[src/hw/kwport_consts.vh]
// Purpose: Constants for the eight-bit port with key wake
// Assumes: Plain register port, byte-wide data
// Notes:   Offsets are register indices on the plain port
`ifndef KWPORT_CONSTS_VH
`define KWPORT_CONSTS_VH
`define KWP_ADDR_W        4
`define KWP_OFS_LATCH     4'h0
`define KWP_OFS_DIR       4'h4
`define KWP_OFS_WAKE      4'h5
`define KWP_DIR_RESET     8'h00
`define KWP_WAKE_RESET    8'h00
`define KWP_WAKE_MASK     8'h7e
`define KWP_LATCH_POWERUP 8'h00
`endif

[src/hw/kwport_top.v]
// Purpose: Eight-bit general port with per-pin direction and key wake
// Assumes: One 250 MHz clock, pins sampled through two flip-flops
// Notes:   Data latches ignore reset; drive is per pin, pullup on pins 1 to 6 only
`timescale 1ns/10ps
`include "kwport_consts.vh"

module kwport_top
(
  CLOCK,
  NRST,
  ADDR,
  WDATA,
  WR,
  RD,
  RDATA,
  PIN_IN,
  PIN_OUT,
  PIN_OE,
  PIN_PULLUP
);
  input  wire                   CLOCK;
  input  wire                   NRST;
  input  wire [`KWP_ADDR_W-1:0] ADDR;
  input  wire [7:0]             WDATA;
  input  wire                   WR;
  input  wire                   RD;
  output reg  [7:0]             RDATA;
  input  wire [7:0]             PIN_IN;
  output reg  [7:0]             PIN_OUT;
  output reg  [7:0]             PIN_OE;
  output reg  [7:0]             PIN_PULLUP;

  //////////////////////////////////////////////////////////////////////
  // Reset release and pin synchronisers
  reg        rst_meta_q;
  reg        rst_n_q;
  reg  [7:0] pin_meta_q;
  reg  [7:0] pin_sync_q;

  always @(posedge CLOCK or negedge NRST)
  begin
    if (!NRST)
    begin
      rst_meta_q <= 1'b0;
      rst_n_q    <= 1'b0;
    end
    else
    begin
      rst_meta_q <= 1'b1;
      rst_n_q    <= rst_meta_q;
    end
  end

  always @(posedge CLOCK)
  begin
    pin_meta_q <= PIN_IN;
    pin_sync_q <= pin_meta_q;
  end

  //////////////////////////////////////////////////////////////////////
  // Registers
  reg  [7:0] port_pin_latch_q;
  reg  [7:0] port_direction_bits_q;
  reg  [7:0] key_wake_enable_bits_q;
  reg        latch_init_q;

  function hit;
    input [`KWP_ADDR_W-1:0] a;
    input [`KWP_ADDR_W-1:0] ofs;
    input                   stb;
    begin
      hit = stb && (a == ofs);
    end
  endfunction

  // Latch has no reset; one-time power-up preset keeps sim defined
  initial latch_init_q = 1'b0;
  always @(posedge CLOCK)
  begin
    if (hit(ADDR, `KWP_OFS_LATCH, WR))
      port_pin_latch_q <= WDATA;
    else if (!latch_init_q)
      port_pin_latch_q <= `KWP_LATCH_POWERUP;
    latch_init_q <= 1'b1;
  end

  always @(posedge CLOCK or negedge rst_n_q)
  begin
    if (!rst_n_q)
    begin
      port_direction_bits_q  <= `KWP_DIR_RESET;
      key_wake_enable_bits_q <= `KWP_WAKE_RESET;
    end
    else
    begin
      if (hit(ADDR, `KWP_OFS_DIR, WR))
        port_direction_bits_q <= WDATA;
      if (hit(ADDR, `KWP_OFS_WAKE, WR))
        key_wake_enable_bits_q <= WDATA & `KWP_WAKE_MASK;
    end
  end

  //////////////////////////////////////////////////////////////////////
  // Pin control
  wire [7:0] drive_w = port_direction_bits_q & ~key_wake_enable_bits_q;

  always @(posedge CLOCK or negedge rst_n_q)
  begin
    if (!rst_n_q)
    begin
      PIN_OE     <= 8'h00;
      PIN_OUT    <= 8'h00;
      PIN_PULLUP <= 8'h00;
    end
    else
    begin
      PIN_OE     <= drive_w;
      PIN_OUT    <= port_pin_latch_q;
      PIN_PULLUP <= key_wake_enable_bits_q;
    end
  end

  //////////////////////////////////////////////////////////////////////
  // Read data, one cycle after the strobe
  reg [7:0] rdata_d;
  always @*
  begin
    rdata_d = 8'h00;
    if (RD)
    begin
      case (ADDR)
        // Wake-enabled pins are inputs, so they read the pin
        `KWP_OFS_LATCH: rdata_d = (drive_w & port_pin_latch_q)
                                | (~drive_w & pin_sync_q);
        `KWP_OFS_DIR:   rdata_d = port_direction_bits_q;
        `KWP_OFS_WAKE:  rdata_d = key_wake_enable_bits_q;
        default:        rdata_d = 8'h00;
      endcase
    end
  end

  always @(posedge CLOCK or negedge rst_n_q)
  begin
    if (!rst_n_q)
      RDATA <= 8'h00;
    else
      RDATA <= rdata_d;
  end

endmodule // kwport_top

[config.mk]
export PLATFORM = sky130hd
export DESIGN_NAME = kwport_top
export DESIGN_NICKNAME = d
export VERILOG_FILES = /design/src/hw/kwport_top.v
export VERILOG_INCLUDE_DIRS = /design/src /design/src/hw
export SDC_FILE = /design/constraint.sdc
export NUM_CORES = 1
export LEC_CHECK = 0
export ABC_AREA = 1
export BUFFER_PORTS_ARGS = -buffer_cell sky130_fd_sc_hd__buf_2
export CAP_MARGIN = 20
export CORE_MARGIN = 2
export CORE_UTILIZATION = 37
export CTS_CLUSTER_SIZE = 40
export DETAILED_ROUTE_END_ITERATION = 7
export SLEW_MARGIN = 20
export SYNTH_ARGS = -nofsm -noshare
export SYNTH_HDL_FRONTEND = slang
export SYNTH_SLANG_ARGS = --single-unit
[constraint.sdc]
create_clock -name CLOCK -period 3.6 [get_ports CLOCK]
set_input_delay 0.54 -clock CLOCK [delete_from_list [all_inputs] [get_ports CLOCK]]
set_output_delay 0.54 -clock CLOCK [all_outputs]
set_load 0.01 [all_outputs]
* After elaboration in Yosys (flattened, before gate mapping)
Cells that the tools add are included.
** Word-level totals
- Register bits after elaboration :: 70
- Latch bits :: 0
- Bits in writable memories :: 0
- ROM bits :: 0
- Bits of input ports :: 24
- Output and inout bits :: 32
- Word-level logic and storage cells :: 26
- Memories :: 0
** Cells by class
- Add/sub/neg operators :: 0
- $mul :: 0
- Div/mod/pow operators :: 0
- Order comparisons :: 0
- Equality and inequality tests :: 2
- Shifts and indexed selects :: 0
- Mux-type cells :: 3
- Bitwise logic cells :: 6
- Reduce and logical (&&, ||, !) cells :: 4
** Operators with widths (count)
- 8-bit bitwise AND :: 3
- 8-bit case mux with 3 select lines :: 1
- 8-bit 2-to-1 mux :: 2
- 4-bit by 3-bit == test with 1-bit output, second input constant :: 2
- 7-bit NOT with 8-bit output :: 1
- 8-bit NOT :: 1
- 8-bit OR :: 1
- 4-bit zero test :: 1
- 1-bit logical AND :: 3

* Logic depth before layout (Yosys ltp)
Gate-level depths: netlist of run 1.
- Word-level depth :: 7
- Depth in mapped cells :: 7
- Mapped depth without buffers :: 6

* Worst setup path after synthesis of run 1
OpenSTA, ideal clock, no wires.
- Kind :: input to register
- Start point :: in ADDR[1]
- End point :: reg port_pin_latch_q[0], enable pin
- Library setup time :: 370 ps
- Arrival time :: 1253 ps
- Required time :: 3230 ps
- Setup slack :: 1977 ps
- Stages on the path :: 3
- Path buffers :: 0
- Cells stage by stage :: nor2_4 -> nand2_1 -> nor2_1
** Between the ends
- Cells in the longest elaborated chain, start to end :: 2
** Ends and longest elaborated chain
- from (decl) :: line kwport_top.v:23 : input wire [`KWP_ADDR_W-1:0] ADDR;
- 4-bit zero test :: line kwport_top.v:72 : hit = stb && (a == ofs);
- 1-bit logical AND :: line kwport_top.v:72
- to (signal assigned) :: line kwport_top.v:83 : port_pin_latch_q <= `KWP_LATCH_POWERUP;
- to (decl) :: line kwport_top.v:62 : reg [7:0] port_pin_latch_q;
Every way passes these cells.
A chain may end at the register's enable or synchronous reset.

* Worst setup path after layout of run 1
- Start point :: in ADDR[1]
- End point :: reg port_pin_latch_q[6], enable pin
Same word-level chain as after synthesis.

==> results of run 1 <==
-- logic make-up (layout without fill, tap and decap cells) --
kind of cell,count (synthesis),count (layout),share of synthesized area
compound gates,16,16,0.0398
simple gates,94,94,0.187
buf+inv,25,89,0.0544
other cells,2,3,0.00314
flops,70,70,0.716
-- through the flow --
stage	hold WS, ps	power [mW]
2_1_floorplan	244	1.04
3_3_place_gp	311	1.12
3_5_place_dp	312	1.12
4_1_cts	277	1.89
5_1_grt	263	1.96
6_report	295	1.87
-- worst max-delay path, stage by stage --
cell     delay [ps]
buf_2           130
nor2_4          220
nand2_1         260
nor2_1          600
-- worst max path at each step --
stage / startpoint / to / slack, ps / depth (start not counted)
after floorplan: ADDR[1] / port_pin_latch_q[0] / 1980 / 3
after global placement: ADDR[1] / port_pin_latch_q[0] / 1480 / 4
after detailed placement: ADDR[1] / port_pin_latch_q[7] / 1450 / 4
after CTS: ADDR[1] / port_pin_latch_q[1] / 1820 / 4
after global routing: ADDR[1] / port_pin_latch_q[1] / 1720 / 4
final: ADDR[1] / port_pin_latch_q[6] / 1820 / 4
-- layer usage --
metal,track usage,share of wire,vias to the layer above
met2,0.211,0.48,48
met1,0.180,0.44,735
met4,0.0635,0.0052,0
met5,0,0,-
met3,0.0551,0.070,2
li1,-,-,771
-- layout by cell type, fill, tap and decap left out, drive strengths merged --
master	n
edfxtp	8
dfrtp	46
a21oi	8
o21ai	8
nand3	26
inv	21
dfxtp	16
clkbuf	12
nor2	18
nand2	49
bufinv	2
dlygate4sd3	1
and2	1
conb	3
buf	53
-- flip-flops by register name (all words and copies together), names as in the netlist --
register and flops:
PIN_OE 8, PIN_OUT 8, PIN_PULLUP 6, RDATA 8, key_wake_enable_bits_q 6, pin_meta_q 8, pin_sync_q 8, port_direction_bits_q 8
port_pin_latch_q 8, rst_meta_q 1, rst_n_q 1
-- cell type report --
type                    count  area, µm²  area share
inverters                  19       71.3      0.0241
repair buffers             54        275      0.0930
well taps                  77       96.3      0.0326
clock inverters             4       72.6      0.0245
multi-input cells         113        553       0.187
flip-flops and latches     70       1710       0.579
clock buffers              12        178      0.0600
-- where the power goes --
part	switching [mW]	total, mW	internal, mW
Clock	0.290	0.766	0.476
Combinational	0.101	0.169	0.0688
Sequential	0.0529	0.932	0.879
Total	0.444	1.87	1.42
==> flow_summary.ini, run 1 <==
[grt]
grt_pass1_vias = 1570
grt_pass1_wl_mm = 7.48
overflow = 0
grt.total_usage = 0.140
antenna_found_initial = 0
grt_max_degree = 45

[worst_setup_path]
end_kind = flop
start_kind = input port
arrival_ps = 1750
worst-path-max-fanout = 8
reg2reg_depth = 0
r2r_slack_ps = 2560
path_class = in -> reg
reg2reg_to = PIN_OE[3]
r2r_start = rst_n_q
crit_required_ps = 3570

[die]
core_um2 = 6310
row_count = 29
die_area_um2 = 7120
fp.dieW_um = 84.4
io_pins = 56
die_h_um = 84.4
start_util = 0.379

[cells_and_area]
final_core_util = 0.469
nNetsFinal = 291
stdcell_area_um2 = 2960
area_growth_pct = 23.8
drive_above_1_share = 0.309
final_cell_count_no_fill = 349
n_fill_cell = 626
antenna_cells = 0

[clock_network]
clkTransAtPathRegs_ps = 70
cts_num_sinks = 70
cts_resized = 0
post_cts_buffers = 0
cts_tree = done
clk_latency_ps = 340
clock-root-buffer = clkbuf_8
cts_max_level = 3
clockBufferDepth = 2
hold_buffers = 1
numCtsBuffers = 9

[power]
vdd_drop_max_mv = 0.317
power.density_nw_per_um2 = 631
leakage_nw = 1.53

[synthesis]
ys_seq_area_frac = 0.716
synth_top_cells_by_count = dfrtp_1, nand2_1, nand3_1
synth_enable_flop_cells = 8
yosysMostFrequentCell = dfrtp_1
synth_area_leader_cell = dfrtp_1
ys.flop_type = dfrtp_1
postSynthCellCount = 207
synth_top_area_share = 0.481
ys_top_cells_by_area = dfrtp_1, dfxtp_1, edfxtp_1
synth.avg_cell_area_um2 = 11.6
ys_async_sr_fraction = 0.657
netlist_area_um2 = 2390
ys_seq_elements = 70
ys_types = 22
yosysWarnings = 0

[timing]
finalHoldViolations = 0
finalWorstSetupSlack_ps = 1820
slew-limit-headroom = 0.353
min_period_ps = 1780
tightestPinTransition_ps = 971
tns_ps = 0
fin_crit_sh = 0.495
fin_skew_ps = 6.03
drv_slew = 0
fmax_mhz = 561
setup_viol = 0
rsz0062_at_grt = false

[hold_path]
hold_depth = 1
min_to = pin_meta_q[7]
min_from = PIN_IN[7]
hp-class = in -> reg

[placed_design]
dp.cells = 332
place_congestion = 0.766
pre_cts_slack_ps = 1450
hpwl_mm = 2.97
place_area_um2 = 2700
port_buffers = 53

[route]
vias = 1556
drt-total-wl_mm = 4.47
vias_per_cell = 4.46
drc = 0
post_drt_wl_per_cell_um = 12.8
firstDrtPassIters = 6
drt-initial-drc-count = 69
detail-route-antenna-nets = 0

[flow_run]
maxCapViolations = 0

[run_status]
outcome = complete, no violations
(Power assumes the default switching activity.)
==> inputs of run 2 (changes only) <==
==> constraint.sdc (replaced) <==
create_clock -name CLOCK -period 1.8 [get_ports CLOCK]
set_input_delay 0.27 -clock CLOCK [delete_from_list [all_inputs] [get_ports CLOCK]]
set_output_delay 0.27 -clock CLOCK [all_outputs]
set_load 0.01 [all_outputs]
==> run 2 against run 1 <==
Wire length decreased by 0.13%; largest power group unchanged; combinational power is 110% higher; die area unchanged; global-route usage grew 0.11 points; register-to-register slack got worse by 1700 ps; worst hold slack worse by 260 ps; utilization is 0.73 points lower; via count decreased by 0.77%; setup slack lost 1100 ps.
==> flow_summary.ini, run 2 (same netlist as run 1, synthesis figures left out) <==
[route]
post_drt_wl_per_cell_um = 12.6
drt-total-wl_mm = 4.46
firstDrtPassIters = 4
drt-initial-drc-count = 42
drc = 0
detail-route-antenna-nets = 0
vias = 1544
vias_per_cell = 4.36

[clock_network]
clock-root-buffer = clkbuf_8
clkTransAtPathRegs_ps = 70
hold_buffers = 1
numCtsBuffers = 9
cts_max_level = 3
clockBufferDepth = 2
cts_num_sinks = 70
post_cts_buffers = 0
cts_tree = done
cts_resized = 0
clk_latency_ps = 330

[power]
vdd_drop_max_mv = 0.476
power_frac_comb = 0.108
sw_frac_of_total = 0.259
p_seq_frac = 0.569
power.density_nw_per_um2 = 1120
p_sw_uw = 850
p_int_mw = 2.43
leakage_nw = 1.52
pwr-share-clk = 0.323

[cells_and_area]
final_cell_mix = buf_2, dfrtp_1, nand2_1, nand3_1, inv_1
nNetsFinal = 296
antenna_cells = 0
stdcell_area_um2 = 2910
area_growth_pct = 21.8
final_core_util = 0.461
final_cell_count_no_fill = 354
mostFrequentLayoutCell = buf_2
drive_above_1_share = 0.321

[grt]
overflow = 0
grt_pass1_vias = 1643
grt.total_usage = 0.141
grt_max_degree = 29
antenna_found_initial = 0
grt_pass1_wl_mm = 7.71

[timing]
fin_crit_sh = 0.621
min_period_ps = 1120
rsz0062_at_grt = false
setup_viol = 0
tns_ps = 0
drv_slew = 0
tightestPinTransition_ps = 618
fin_skew_ps = 8.21
hold-worst-slack_ps = 37.3
slew-limit-headroom = 0.588
fmax_mhz = 895
finalHoldViolations = 0

[placed_design]
place_area_um2 = 2740
dp.cells = 337
place_congestion = 0.798
port_buffers = 53
hpwl_mm = 3.24

[worst_setup_path]
r2r_start = key_wake_enable_bits_q[4]
crit_required_ps = 1530
slowest_delay_ps = 380
path_cells = buf_2
reg2reg_depth = 6
start_kind = flop
startpoint = PIN_OUT[4]
critPathTopFamily = flip-flops
arrival_ps = 850
path_buf_inv = 1
r2r_slack_ps = 820
worst-path-max-fanout = 1
end_kind = output port
crit_slowest_cell = dfrtp_1
reg2reg_to = RDATA[4]
path_class = reg -> out

[hold_path]
min_to = pin_meta_q[5]
hold_depth = 1
hp-class = in -> reg
min_from = PIN_IN[5]

[die]
die_area_um2 = 7120
core_um2 = 6310
row_count = 29
die_h_um = 84.4
io_pins = 56
start_util = 0.379
fp.dieW_um = 84.4

[run_status]
outcome = complete, no violations

[flow_run]
maxCapViolations = 0
run 2: changes by cell type in the layout (fill, tap and decap cells not counted), sizes merged:
| cell | previous run | this run |
|---|---|---|
| buf | 53 | 58 |
| bufinv | 2 | 0 |
| clkbuf | 12 | 11 |
| clkinv | 0 | 5 |
| inv | 21 | 19 |
run 2: layout make-up:
class | count | area, µm²
Multi-Input combinational cell | 113 | 553
Fill cell | 598 | 3400
Inverter | 19 | 71.3
Clock buffer | 11 | 141
Clock inverter | 5 | 25.0
Timing Repair Buffer | 59 | 313
Tap cell | 77 | 96.3
Sequential cell | 70 | 1710
run 2: worst max path at each step:
stage | to | depth (start not counted)
global route | port_direction_bits_q[4] | 7
CTS | PIN_OE[7] | 1
finish | PIN_OUT[4] | 1
detailed placement | port_direction_bits_q[6] | 7
global placement | port_direction_bits_q[7] | 7
floorplan | PIN_OE[0] | 0
run 2: layer usage:
layer	vias to the layer above	share of wire	track usage	routed length, µm
li1	782	-	-	-
met1	715	0.46	0.179	2060
met2	38	0.47	0.222	2090
met3	9	0.047	0.0374	209
met4	0	0.022	0.0765	98
met5	-	0	0	0
run 2: power groups by stage:
stage	sequential, mW	clock, mW	combinational [mW]
after CTS	1.87	1.11	0.359
final	1.87	1.06	0.352
after detailed placement	1.90	0	0.356
after floorplan	1.92	0	0.169
after global routing	1.89	1.18	0.400
after global placement	1.90	0	0.346
run 2: metrics by stage:
| step | total power [mW] | setup slack [ps] |
|---|---|---|
| after global placement | 2.24 | 391 |
| after CTS | 3.34 | 656 |
| after detailed placement | 2.26 | 349 |
| after global routing | 3.47 | 577 |
| final | 3.28 | 682 |
| after floorplan | 2.09 | 425 |
